$ cat config.mk
export PLATFORM = sky130hd
export DESIGN_NAME = dual_gpio_port
export DESIGN_NICKNAME = d
export VERILOG_FILES = /design/src/gpio_pkg.sv /design/src/pin_sync.sv /design/src/dual_gpio_port.sv
export SDC_FILE = /design/constraint.sdc
export NUM_CORES = 1
export LEC_CHECK = 0
export ABC_AREA = 1
export BUFFER_PORTS_ARGS = -buffer_cell sky130_fd_sc_hd__clkbuf_2
export CAP_MARGIN = 15
export CORE_ASPECT_RATIO = 0.75
export CORE_UTILIZATION = 50
export CTS_CLUSTER_SIZE = 30
export DETAILED_ROUTE_END_ITERATION = 8
export HOLD_SLACK_MARGIN = 0.05
export PLACE_DENSITY = 0.8
export SETUP_SLACK_MARGIN = 0.1
export SLEW_MARGIN = 20
export SYNTH_ARGS = -nofsm -noshare
export SYNTH_HDL_FRONTEND = slang
export SYNTH_SLANG_ARGS = --single-unit
$ cat constraint.sdc
create_clock -name sys_clk_i -period 2.4 [get_ports sys_clk_i]
set_clock_uncertainty 0.05 [all_clocks]
set_input_delay 0.12 -clock sys_clk_i [delete_from_list [all_inputs] [get_ports sys_clk_i]]
set_output_delay 0.12 -clock sys_clk_i [all_outputs]
set_load 0.01 [all_outputs]
$ cat src/gpio_pkg.sv
package gpio_pkg;

    localparam int PORT_A_WIDTH = 5;
    localparam int PORT_B_WIDTH = 8;
    localparam int ADDR_WIDTH   = 10;
    localparam int DATA_WIDTH   = 32;

    // register indices; the byte address is four times the index
    localparam logic [7:0] PORT_A_PINS_IDX       = 8'h05;
    localparam logic [7:0] PORT_B_PINS_IDX       = 8'h06;
    localparam logic [7:0] INTERRUPT_CONTROL_IDX = 8'h0B;
    localparam logic [7:0] OPTION_IDX            = 8'h81;
    localparam logic [7:0] PORT_A_DIRECTION_IDX  = 8'h85;
    localparam logic [7:0] PORT_B_DIRECTION_IDX  = 8'h86;
    localparam logic [7:0] ANALOG_PIN_CONFIG_IDX = 8'h9F;

    localparam logic [9:0] PORT_A_PINS_ADDR       = {PORT_A_PINS_IDX, 2'b00};
    localparam logic [9:0] PORT_B_PINS_ADDR       = {PORT_B_PINS_IDX, 2'b00};
    localparam logic [9:0] INTERRUPT_CONTROL_ADDR = {INTERRUPT_CONTROL_IDX, 2'b00};
    localparam logic [9:0] OPTION_ADDR            = {OPTION_IDX, 2'b00};
    localparam logic [9:0] PORT_A_DIRECTION_ADDR  = {PORT_A_DIRECTION_IDX, 2'b00};
    localparam logic [9:0] PORT_B_DIRECTION_ADDR  = {PORT_B_DIRECTION_IDX, 2'b00};
    localparam logic [9:0] ANALOG_PIN_CONFIG_ADDR = {ANALOG_PIN_CONFIG_IDX, 2'b00};

    // field positions
    localparam int PULLUP_DISABLE_N_BIT = 7;
    localparam int PORT_CHANGE_FLAG_BIT = 0;
    localparam int TIMER_CLOCK_BIT      = 4;
    localparam int EXT_IRQ_BIT          = 0;
    localparam int PROG_CLOCK_BIT       = 6;
    localparam int PROG_DATA_BIT        = 7;
    localparam int CHANGE_LO_BIT        = 4;

    // values after reset
    localparam logic [4:0] PORT_A_DIRECTION_RST  = 5'h1F;
    localparam logic [4:0] PORT_A_LATCH_RST      = 5'h00;
    localparam logic [7:0] PORT_B_DIRECTION_RST  = 8'hFF;
    localparam logic [7:0] PORT_B_LATCH_RST      = 8'h00;
    localparam logic [7:0] OPTION_RST            = 8'hFF;
    localparam logic [1:0] ANALOG_PIN_CONFIG_RST = 2'h0;
    localparam logic [7:0] INTERRUPT_CONTROL_RST = 8'h00;

    // analog select field codes
    localparam logic [1:0] ANALOG_ALL_FOUR = 2'h0;
    localparam logic [1:0] ANALOG_FOUR_REF = 2'h1;
    localparam logic [1:0] ANALOG_LOW_TWO  = 2'h2;
    localparam logic [1:0] ANALOG_NONE     = 2'h3;

endpackage

$ cat src/pin_sync.sv
`timescale 1ns/1ps
module pin_sync #(
    parameter int WIDTH = 8
) (
    input  wire logic             sys_clk_i,
    input  wire logic             rst_i,
    input  wire logic [WIDTH-1:0] async_i,
    output logic      [WIDTH-1:0] sync_o
);

    logic [WIDTH-1:0] stage1_reg;

    // the first stage feeds only the second stage
    always_ff @(posedge sys_clk_i or posedge rst_i) begin
        if (rst_i) begin
            stage1_reg <= '0;
            sync_o     <= '0;
        end else begin
            stage1_reg <= async_i;
            sync_o     <= stage1_reg;
        end
    end

endmodule

$ cat src/dual_gpio_port.sv
// How it works
// - port A: five latch bits, upper three zero
// - port A direction one tristates, zero drives
// - port A read gives pins, write latch
// - writes sample pins, modify, store latch
// - port A bit 4 open drain, timer clock
// - analog pins after reset read zero
// - two-bit analog select field, resets 00
// - port A direction resets ones, latch zero
// - port B eight bits, direction per pin
// - shared active-low pull-up enable, option bit7
// - pull-up off when pin is output
// - pull-ups disabled after reset
// - only upper four input pins compared
// - mismatches ORed into change flag bit0
// - change event wakes device from sleep
// - mismatch keeps setting flag until port B read or write
// - port B bit 0 is external interrupt
// - bits 6,7 serve serial programming
// - enabled peripheral takes pin from GPIO; only programming mode does, irq, timer and analog pins keep GPIO drive
// - flag sets regardless of enable bits
`timescale 1ns/1ps
module dual_gpio_port
    import gpio_pkg::*;
(
    input  wire logic                    sys_clk_i,
    input  wire logic                    rst_i,
    input  wire logic [ADDR_WIDTH-1:0]   avs_address_i,
    input  wire logic                    avs_read_i,
    input  wire logic                    avs_write_i,
    input  wire logic [DATA_WIDTH-1:0]   avs_writedata_i,
    input  wire logic [3:0]              avs_byteenable_i,
    output logic      [DATA_WIDTH-1:0]   avs_readdata_o,
    output logic                         avs_waitrequest_o,
    input  wire logic [PORT_A_WIDTH-1:0] port_a_in_i,
    output logic      [PORT_A_WIDTH-1:0] port_a_out_o,
    output logic      [PORT_A_WIDTH-1:0] port_a_oe_o,
    input  wire logic [PORT_B_WIDTH-1:0] port_b_in_i,
    output logic      [PORT_B_WIDTH-1:0] port_b_out_o,
    output logic      [PORT_B_WIDTH-1:0] port_b_oe_o,
    output logic      [PORT_B_WIDTH-1:0] port_b_pullup_o,
    input  wire logic                    prog_mode_i,
    output logic                         timer_clock_o,
    output logic                         ext_irq_pin_o,
    output logic                         prog_clock_o,
    output logic                         prog_data_o,
    output logic                         wake_o
);

    logic [PORT_A_WIDTH-1:0] pa_sync;
    logic [PORT_B_WIDTH-1:0] pb_sync;
    logic [PORT_A_WIDTH-1:0] port_a_latch_reg;
    logic [PORT_A_WIDTH-1:0] port_a_direction_reg;
    logic [PORT_B_WIDTH-1:0] port_b_latch_reg;
    logic [PORT_B_WIDTH-1:0] port_b_direction_reg;
    logic [7:0]              option_reg;
    logic [1:0]              analog_pin_config_reg;
    logic [7:0]              interrupt_control_reg;
    logic [3:0]              snapshot_reg;
    logic                    ack_reg;
    logic                    wr_go;
    logic                    rd_go;
    logic                    lane0;
    logic [3:0]              analog_mask;
    logic [PORT_A_WIDTH-1:0] pa_digital;
    logic [3:0]              change_mismatch;
    logic                    mismatch;
    logic [PORT_B_WIDTH-1:0] pb_gpio_mask;
    logic [7:0]              rd_mux;
    logic [7:0]              wdata;

    pin_sync #(
        .WIDTH (PORT_A_WIDTH)
    ) u_sync_a (
        .sys_clk_i (sys_clk_i),
        .rst_i     (rst_i),
        .async_i   (port_a_in_i),
        .sync_o    (pa_sync)
    );

    pin_sync #(
        .WIDTH (PORT_B_WIDTH)
    ) u_sync_b (
        .sys_clk_i (sys_clk_i),
        .rst_i     (rst_i),
        .async_i   (port_b_in_i),
        .sync_o    (pb_sync)
    );

    // one wait cycle per access; the request is taken on the acking edge
    assign avs_waitrequest_o = (avs_read_i | avs_write_i) & ~ack_reg;
    assign wr_go = avs_write_i & ack_reg;
    assign rd_go = avs_read_i & ack_reg;
    assign lane0 = avs_byteenable_i[0];
    assign wdata = avs_writedata_i[7:0];

    always_ff @(posedge sys_clk_i or posedge rst_i) begin
        if (rst_i) begin
            ack_reg <= 1'b0;
        end else begin
            ack_reg <= (avs_read_i | avs_write_i) & ~ack_reg;
        end
    end

    // analog pins, chosen by the select field
    always_comb begin
        unique case (analog_pin_config_reg)
            ANALOG_ALL_FOUR: analog_mask = 4'hF;
            ANALOG_FOUR_REF: analog_mask = 4'hF;
            ANALOG_LOW_TWO:  analog_mask = 4'h3;
            ANALOG_NONE:     analog_mask = 4'h0;
        endcase
    end

    assign pa_digital = pa_sync & {1'b1, ~analog_mask};

    // programming takes bits 6 and 7
    assign pb_gpio_mask = prog_mode_i ? 8'h3F : 8'hFF;

    always_comb begin
        unique case (avs_address_i)
            PORT_A_PINS_ADDR:       rd_mux = {3'h0, pa_digital};
            PORT_A_DIRECTION_ADDR:  rd_mux = {3'h0, port_a_direction_reg};
            ANALOG_PIN_CONFIG_ADDR: rd_mux = {6'h00, analog_pin_config_reg};
            PORT_B_PINS_ADDR:       rd_mux = pb_sync;
            PORT_B_DIRECTION_ADDR:  rd_mux = port_b_direction_reg;
            OPTION_ADDR:            rd_mux = option_reg;
            INTERRUPT_CONTROL_ADDR: rd_mux = interrupt_control_reg;
            default:                rd_mux = 8'h00;
        endcase
    end

    // reads show pins; unmapped reads give zero
    always_ff @(posedge sys_clk_i or posedge rst_i) begin
        if (rst_i) begin
            avs_readdata_o <= '0;
        end else if (avs_read_i && !ack_reg) begin
            avs_readdata_o <= {24'h000000, rd_mux};
        end
    end

    always_ff @(posedge sys_clk_i or posedge rst_i) begin
        if (rst_i) begin
            port_a_latch_reg <= PORT_A_LATCH_RST;
        end else if (wr_go && avs_address_i == PORT_A_PINS_ADDR) begin
            port_a_latch_reg <= lane0 ? wdata[PORT_A_WIDTH-1:0] : pa_sync;
        end
    end

    always_ff @(posedge sys_clk_i or posedge rst_i) begin
        if (rst_i) begin
            port_a_direction_reg <= PORT_A_DIRECTION_RST;
        end else if (wr_go && lane0 && avs_address_i == PORT_A_DIRECTION_ADDR) begin
            port_a_direction_reg <= wdata[PORT_A_WIDTH-1:0];
        end
    end

    always_ff @(posedge sys_clk_i or posedge rst_i) begin
        if (rst_i) begin
            analog_pin_config_reg <= ANALOG_PIN_CONFIG_RST;
        end else if (wr_go && lane0 && avs_address_i == ANALOG_PIN_CONFIG_ADDR) begin
            analog_pin_config_reg <= wdata[1:0];
        end
    end

    always_ff @(posedge sys_clk_i or posedge rst_i) begin
        if (rst_i) begin
            port_b_latch_reg <= PORT_B_LATCH_RST;
        end else if (wr_go && avs_address_i == PORT_B_PINS_ADDR) begin
            port_b_latch_reg <= lane0 ? wdata : pb_sync;
        end
    end

    always_ff @(posedge sys_clk_i or posedge rst_i) begin
        if (rst_i) begin
            port_b_direction_reg <= PORT_B_DIRECTION_RST;
        end else if (wr_go && lane0 && avs_address_i == PORT_B_DIRECTION_ADDR) begin
            port_b_direction_reg <= wdata;
        end
    end

    always_ff @(posedge sys_clk_i or posedge rst_i) begin
        if (rst_i) begin
            option_reg <= OPTION_RST;
        end else if (wr_go && lane0 && avs_address_i == OPTION_ADDR) begin
            option_reg <= wdata;
        end
    end

    // snapshot taken on each port B read
    // and on each port B write
    always_ff @(posedge sys_clk_i or posedge rst_i) begin
        if (rst_i) begin
            snapshot_reg <= 4'h0;
        end else if ((rd_go || wr_go) && avs_address_i == PORT_B_PINS_ADDR) begin
            snapshot_reg <= pb_sync[7:CHANGE_LO_BIT];
        end
    end

    assign change_mismatch = (pb_sync[7:CHANGE_LO_BIT] ^ snapshot_reg) & port_b_direction_reg[7:CHANGE_LO_BIT];
    assign mismatch        = |change_mismatch;

    // set wins over a software clear
    always_ff @(posedge sys_clk_i or posedge rst_i) begin
        if (rst_i) begin
            interrupt_control_reg <= INTERRUPT_CONTROL_RST;
        end else begin
            if (wr_go && lane0 && avs_address_i == INTERRUPT_CONTROL_ADDR) begin
                interrupt_control_reg <= wdata;
            end
            if (mismatch) begin
                interrupt_control_reg[PORT_CHANGE_FLAG_BIT] <= 1'b1;
            end
        end
    end

    // flag level doubles as wake request
    assign wake_o = interrupt_control_reg[PORT_CHANGE_FLAG_BIT];

    // drivers follow direction; analog pins rely on software tristate
    assign port_a_out_o = {1'b0, port_a_latch_reg[3:0]};
    // open drain: bit 4 only pulls low
    assign port_a_oe_o  = {~port_a_direction_reg[TIMER_CLOCK_BIT] & ~port_a_latch_reg[TIMER_CLOCK_BIT],
                           ~port_a_direction_reg[3:0]};
    assign timer_clock_o = pa_sync[TIMER_CLOCK_BIT];

    assign port_b_out_o = port_b_latch_reg;
    assign port_b_oe_o  = ~port_b_direction_reg & pb_gpio_mask;

    assign port_b_pullup_o = {PORT_B_WIDTH{~option_reg[PULLUP_DISABLE_N_BIT]}} & port_b_direction_reg;

    assign ext_irq_pin_o = pb_sync[EXT_IRQ_BIT];
    assign prog_clock_o  = pb_sync[PROG_CLOCK_BIT];
    assign prog_data_o   = pb_sync[PROG_DATA_BIT];

    property p_pa_read_upper;
        @(posedge sys_clk_i) disable iff (rst_i)
        (rd_go && avs_address_i == PORT_A_PINS_ADDR) |-> avs_readdata_o[7:5] == 3'h0;
    endproperty
    a_pa_read_upper: assert property (p_pa_read_upper) else $error("port a upper bits not zero");

    property p_pa_drive;
        @(posedge sys_clk_i) disable iff (rst_i)
        !port_a_direction_reg[0] |-> port_a_oe_o[0] && port_a_out_o[0] == port_a_latch_reg[0];
    endproperty
    a_pa_drive: assert property (p_pa_drive) else $error("port a bit0 not driven from latch");

    property p_pa_read_pins;
        @(posedge sys_clk_i) disable iff (rst_i)
        (avs_read_i && !ack_reg && avs_address_i == PORT_A_PINS_ADDR && analog_pin_config_reg == ANALOG_NONE)
        |=> avs_readdata_o[4:0] == $past(pa_sync);
    endproperty
    a_pa_read_pins: assert property (p_pa_read_pins) else $error("port a read not pin state");

    property p_open_drain;
        @(posedge sys_clk_i) disable iff (rst_i)
        port_a_oe_o[TIMER_CLOCK_BIT] |-> !port_a_out_o[TIMER_CLOCK_BIT] && !port_a_latch_reg[TIMER_CLOCK_BIT];
    endproperty
    a_open_drain: assert property (p_open_drain) else $error("bit 4 drives high");

    property p_analog_zero;
        @(posedge sys_clk_i) disable iff (rst_i)
        (avs_read_i && !ack_reg && avs_address_i == PORT_A_PINS_ADDR && analog_pin_config_reg == ANALOG_ALL_FOUR)
        |=> avs_readdata_o[3:0] == 4'h0;
    endproperty
    a_analog_zero: assert property (p_analog_zero) else $error("analog pin read nonzero");

    property p_pb_oe;
        @(posedge sys_clk_i) disable iff (rst_i)
        !prog_mode_i |-> port_b_oe_o == ~port_b_direction_reg;
    endproperty
    a_pb_oe: assert property (p_pb_oe) else $error("port b enable mismatches direction");

    property p_pullup_output;
        @(posedge sys_clk_i) disable iff (rst_i)
        (port_b_pullup_o & ~port_b_direction_reg) == 8'h00
        && (port_b_pullup_o == 8'h00 || !option_reg[PULLUP_DISABLE_N_BIT]);
    endproperty
    a_pullup_output: assert property (p_pullup_output) else $error("pull-up on output pin");

    property p_mismatch_sets;
        @(posedge sys_clk_i) disable iff (rst_i)
        mismatch |=> interrupt_control_reg[PORT_CHANGE_FLAG_BIT] && wake_o;
    endproperty
    a_mismatch_sets: assert property (p_mismatch_sets) else $error("mismatch did not set flag");

    property p_clear_blocked;
        @(posedge sys_clk_i) disable iff (rst_i)
        (wr_go && avs_address_i == INTERRUPT_CONTROL_ADDR && mismatch) |=> interrupt_control_reg[0];
    endproperty
    a_clear_blocked: assert property (p_clear_blocked) else $error("flag cleared during mismatch");

    property p_write_snapshot;
        @(posedge sys_clk_i) disable iff (rst_i)
        (wr_go && avs_address_i == PORT_B_PINS_ADDR) |=> snapshot_reg == $past(pb_sync[7:4]);
    endproperty
    a_write_snapshot: assert property (p_write_snapshot) else $error("write did not refresh snapshot");

    property p_prog_release;
        @(posedge sys_clk_i) disable iff (rst_i)
        prog_mode_i |-> port_b_oe_o[7:6] == 2'h0;
    endproperty
    a_prog_release: assert property (p_prog_release) else $error("programming pins still driven");

    property p_latch_write;
        @(posedge sys_clk_i) disable iff (rst_i)
        (wr_go && lane0 && avs_address_i == PORT_A_PINS_ADDR)
        |=> port_a_latch_reg == $past(wdata[PORT_A_WIDTH-1:0]);
    endproperty
    a_latch_write: assert property (p_latch_write) else $error("port a write missed latch");

    property p_rmw_sample;
        @(posedge sys_clk_i) disable iff (rst_i)
        (wr_go && !lane0 && avs_address_i == PORT_A_PINS_ADDR) |=> port_a_latch_reg == $past(pa_sync);
    endproperty
    a_rmw_sample: assert property (p_rmw_sample) else $error("unwritten lane did not keep pins");

    property p_pullup_on;
        @(posedge sys_clk_i) disable iff (rst_i)
        !option_reg[PULLUP_DISABLE_N_BIT] |-> port_b_pullup_o == port_b_direction_reg;
    endproperty
    a_pullup_on: assert property (p_pullup_on) else $error("pull-up missing on input pin");

    property p_flag_clear;
        @(posedge sys_clk_i) disable iff (rst_i)
        (wr_go && lane0 && avs_address_i == INTERRUPT_CONTROL_ADDR && !wdata[PORT_CHANGE_FLAG_BIT] && !mismatch)
        |=> !interrupt_control_reg[PORT_CHANGE_FLAG_BIT];
    endproperty
    a_flag_clear: assert property (p_flag_clear) else $error("flag clear without mismatch ignored");

endmodule

* Word-level counts from Yosys, hierarchy flattened *
Cells that the tools add are included.
W data, S select, Z words.

word-level totals
  logic and storage cells = 65
  register bits after elaboration = 83
  output and inout port bits = 72
  input port bits = 64

cells by class
  bitwise logic cells = 17
  reductions and logical operators = 16
  equality and inequality tests = 10
  muxes and demuxes = 7

operator list
  operator                number
  $pmux W8 S7             1
  $eq A10 B10 Y1 const B  4
  $eq A10 B5 Y1 const B   2
  $and A8 B8 Y8           2
  $mux W8                 2
  $pmux W4 S3             1
  $eq A10 B6 Y1 const B   1
  $logic_and A1 B1 Y1     10
  $not A4 Y4              2
  $not A8 Y8              1
  $and A5 B5 Y5           1
  $mux W5                 1
  $and A1 B1 Y1           4
  $and A4 B4 Y4           1
  $eq A2 B2 Y1 const B    2
  $not A1 Y1              4
  $reduce_or A4 Y1        1
  $xor A4 B4 Y4           1
  $eq A2 B1 Y1 const B    1
  $logic_not A2 Y1        1
  $mux W1                 2
  $reduce_bool A2 Y1      1
  $reduce_or A2 Y1        1
  $logic_not A1 Y1        1
  other kinds (2)         2

* Logic depth before layout (Yosys ltp) *
  depth in word-level cells = 6
  depth in mapped cells = 12
  mapped depth without buffers = 11

* Modules after synthesis *
Synthesis repeated with hierarchy kept, for this count alone.

unflattened totals
  cell total of the unflattened synthesis = 463
  area total of the unflattened synthesis = 4050.1 sq um

modules (own cells, without submodules)
  module               area an instance (sq um)  cells an instance  instances  sequential area each (sq um)
  dual_gpio_port       3392.0                    435                1          1452.6
  pin_sync (u_sync_b)  404.1                     17                 1          400.4
  pin_sync (u_sync_a)  254.0                     11                 1          250.2

* Least setup slack after synthesis *
No wires, ideal clock.

  path kind = register to register
  start point = reg ack_reg
  end point = reg interrupt_control_reg[1]
  data arrival time = 1.214 ns
  path buffers = 1
  required time = 2.223 ns
  path slack = 1.010 ns
  setup time = 0.127 ns
  cell stages (with the launch flop) = 7
  cells stage by stage = dfrtp_1 -> nand2_1 -> nor2_2 -> nand2_4 -> buf_6 -> nand2_1 -> o21ai_0

between the ends
  cells in the longest elaborated chain, start to end = 3

RTL lines
  element                           RTL line               text
  start, declared                   dual_gpio_port.sv:60   logic ack_reg;
  start signal, assigned            dual_gpio_port.sv:101  ack_reg <= (avs_read_i | avs_write_i) & ~ack_reg;
  $and A1 B1 Y1                     dual_gpio_port.sv:92   assign wr_go = avs_write_i & ack_reg;
  $logic_and A1 B1 Y1 (2 in a row)  dual_gpio_port.sv:208  if (wr_go && lane0 && avs_address_i == INTERRUPT_CONTROL_ADDR) begin
  end signal, assigned              dual_gpio_port.sv:209  interrupt_control_reg <= wdata;
  end, declared                     dual_gpio_port.sv:58   logic [7:0] interrupt_control_reg;

Every way passes these cells.
A chain may end at the register's enable or synchronous reset.

* Worst setup path in the final report *
  start point = in avs_write_i
  end point = out avs_waitrequest_o

between the ends
  cells in the longest elaborated chain, start to end = 2

RTL lines
  element          RTL line              text
  start, declared  dual_gpio_port.sv:30  input wire logic avs_write_i,
  $or A1 B1 Y1     dual_gpio_port.sv:91  assign avs_waitrequest_o = (avs_read_i | avs_write_i) & ~ack_reg;
  $and A1 B1 Y1    dual_gpio_port.sv:91
  end, declared    dual_gpio_port.sv:34  output logic avs_waitrequest_o,

Every way passes these cells.

==> run metrics <==
result of the run finished clean; switching part of the total 27.5%; Sw Pwr 0.723 mW; commonest non-fill, non-tap cells in the layout sky130_fd_sc_hd__nand2_1 (142), sky130_fd_sc_hd__clkbuf_2 (83), sky130_fd_sc_hd__dfrtp_1 (62); global router's overall resource usage between 20% and 30%; Int Power 1.91 mW; share of power burned in registers 55.3%; post-cts resize count 0; buffer depth of the longest clock path 2; Placeable Area 7500 um^2; element type at the critical path end primary output; pin count of the biggest net entering global routing 31; non-filler instance count after layout about 670; floorplan die width between 100 and 150 um; setup repair after global routing missed its margin false; mean number of vias per cell 4.93; post-route cell area 4740 um^2; worst reg-to-reg path cell count 5; critical path cell sequence dlygate4sd3_1 -> clkbuf_2 -> nor2_1 -> dlygate4sd3_1 -> nor2_1 -> clkbuf_2; overall via count from detail_route 3322; Die ar. about 8200 um^2; average instance area after synthesis 8.55 um^2; clk root buf sky130_fd_sc_hd__clkbuf_8; GR Overflow Total 0; fin crit share between 70% and 80%; Hold Crit Endpoint port_b_out_o[7]; proportion of layout cells with a drive suffix above 1 between 20 and 30%; data required time at the worst endpoint between 2 and 2.5 ns; crit path max fanout 2; cell type with the largest total area after synthesis sky130_fd_sc_hd__dfrtp_1; port buffer count a little over 80; Area growth syn-to-layout 20.3%; Max Cap Violations 0; register area share after synthesis roughly 53%; number of setup violations in the final report 0; Area contributors post-synth sky130_fd_sc_hd__dfrtp_1 (39%), sky130_fd_sc_hd__dfstp_2 (14%), sky130_fd_sc_hd__nand2_1 (14%), sky130_fd_sc_hd__buf_4 (5.9%), sky130_fd_sc_hd__o21ai_0 (5.0%); number of placed instances, taps included approximately 640; endpoints failing hold 0; CTS H-Tree Depth 3; antenna violations before repair 0; area share of the leading cell type in the synthesized netlist 39.4%; launching element type of the critical path primary input; antenna-violating nets left 0; Post-DP Area 4320 um^2; number of inserted diodes 0; routability cong. around 0.9; Detailed Place HPWL 6450 um; Hold/Removal Path Class primary input to flip-flop; Cells after Synth 461; Worst-path clk slew 0.09 ns; summed negative setup slack over all endpoints 0 ns; flip-flop and latch count after synthesis 83; max-slew violation count 0; number of core rows 27; starting density of the core 52.6%; min-delay src avs_byteenable_i[0]; cell area after synthesis roughly 3900 um^2; clock sinks 83; largest incremental delay on the critical path 0.55 ns; count of unique library cells instantiated by Yosys 25; worst-case register-to-register setup slack 0.71 ns; number of buffers inserted during clock tree synthesis 9; via count of the first global-routing pass 3021; TritonCTS clock tree yes; part of the power in combinational logic between 8 and 9%; IR drop worst, VDD 579 uV; fmax 537 MHz; final-stage net count ~630; leakage component of the power 2.54 nW; number of synthesis warnings 0; global-route wire length before repair 14900 um; per-cell routed wire length 13.2 um; clock latency on the worst-skew pair 0.37 ns; launching point of the worst reg2reg path ack_reg; number of DRC violations after detailed-routing iteration 0 between 200 and 300; cell with the largest stage delay on the worst path sky130_fd_sc_hd__dlygate4sd3_1; post-layout utilization of the core 63.2%; cell depth of the worst min-delay path 3; final routed DRC violation total 0; io pins 136; critical path start-end classification primary input to primary output; data arrival time of the critical path 1.69 ns; worst rel slew slack ~61%; first-pass iteration count of the detailed router 5; most common cell after layout, fill and taps aside sky130_fd_sc_hd__nand2_1; clock period minus worst slack 1.86 ns; total power density per cell area 555 nW/um^2; total wire length 8910 um; actual slew at the worst max-slew pin 0.588 ns; clock network fraction of total power 35.8%; terminus of the critical flop-to-flop path interrupt_control_reg[0]; floorplan die height between 70 and 80 um
-- power by group through the flow --
stage | Clock, mW | Combinational (mW) | Sequential (mW)
global route | 1.02 | 0.259 | 1.46
CTS | 0.957 | 0.233 | 1.46
global placement | 0 | 0.197 | 1.48
floorplan | 0 | 0.146 | 1.48
detailed placement | 0 | 0.202 | 1.48
finish | 0.943 | 0.233 | 1.46
-- metal layers --
layer / track usage, % / vias to the layer above / share of wire (%)
met4: 4.71 / 0 / 0.66
li1: - / 1625 / -
met3: 6.40 / 8 / 8.2
met5: 0 / - / 0
met2: 36.3 / 145 / 45
met1: 33.5 / 1544 / 46
-- through the flow --
step | worst slack, ns | hold WS [ns] | power (mW)
2_1_floorplan | 0.128 | 0.101 | 1.63
3_3_place_gp | 0.767 | 0.136 | 1.68
3_5_place_dp | 0.718 | 0.148 | 1.68
4_1_cts | 0.582 | 0.0775 | 2.65
5_1_grt | 0.466 | 0.0836 | 2.74
6_report | 0.538 | 0.0830 | 2.63
-- cell type report --
type	count	area, um^2
clock buffer	9	124
clock inverter	6	60.1
inverter	47	176
sequential	83	2100
fill	637	2760
tap	101	126
multi-input combinational	316	1460
timing repair buffer	112	693
-- synthesized netlist by cell type (all sizes together) --
library cell	number
nor2	57
inv	47
clkbuf	2
nand3	10
o21ai	40
a31oi	13
conb	1
nand3b	1
dfrtp	62
dfstp	21
nor3	1
a21oi	3
buf	37
nand2	150
nand4	16
-- logic make-up after synthesis --
family / share of synthesized area [%]
other: 0.0951
DFF: 53.4
buffers and inverters: 12.0
AOI/OAI and AO/OA: 7.52
and+or+nand+nor: 27.0
-- worst max-delay path: cells and delay by family --
kind	cells	cell delay [ns]
AND/OR/NAND/NOR	2	0.21
buffers and inverters	4	1.37
-- worst max-delay path by stage --
stage | depth (start not counted) | startpoint | endpoint
after floorplan | 1 | rst_i | ack_reg
after global placement | 9 | avs_address_i[0] | option_reg[5]
after detailed placement | 9 | avs_address_i[0] | option_reg[4]
after CTS | 6 | avs_write_i | avs_waitrequest_o
after global routing | 6 | avs_write_i | avs_waitrequest_o
final | 6 | avs_write_i | avs_waitrequest_o
-- what timing repair did --
action	CTS	global route
buffers inserted	0	0
hold buffers	24	0
endpoints found under the hold margin	71	0
(Power assumes the default switching activity.)
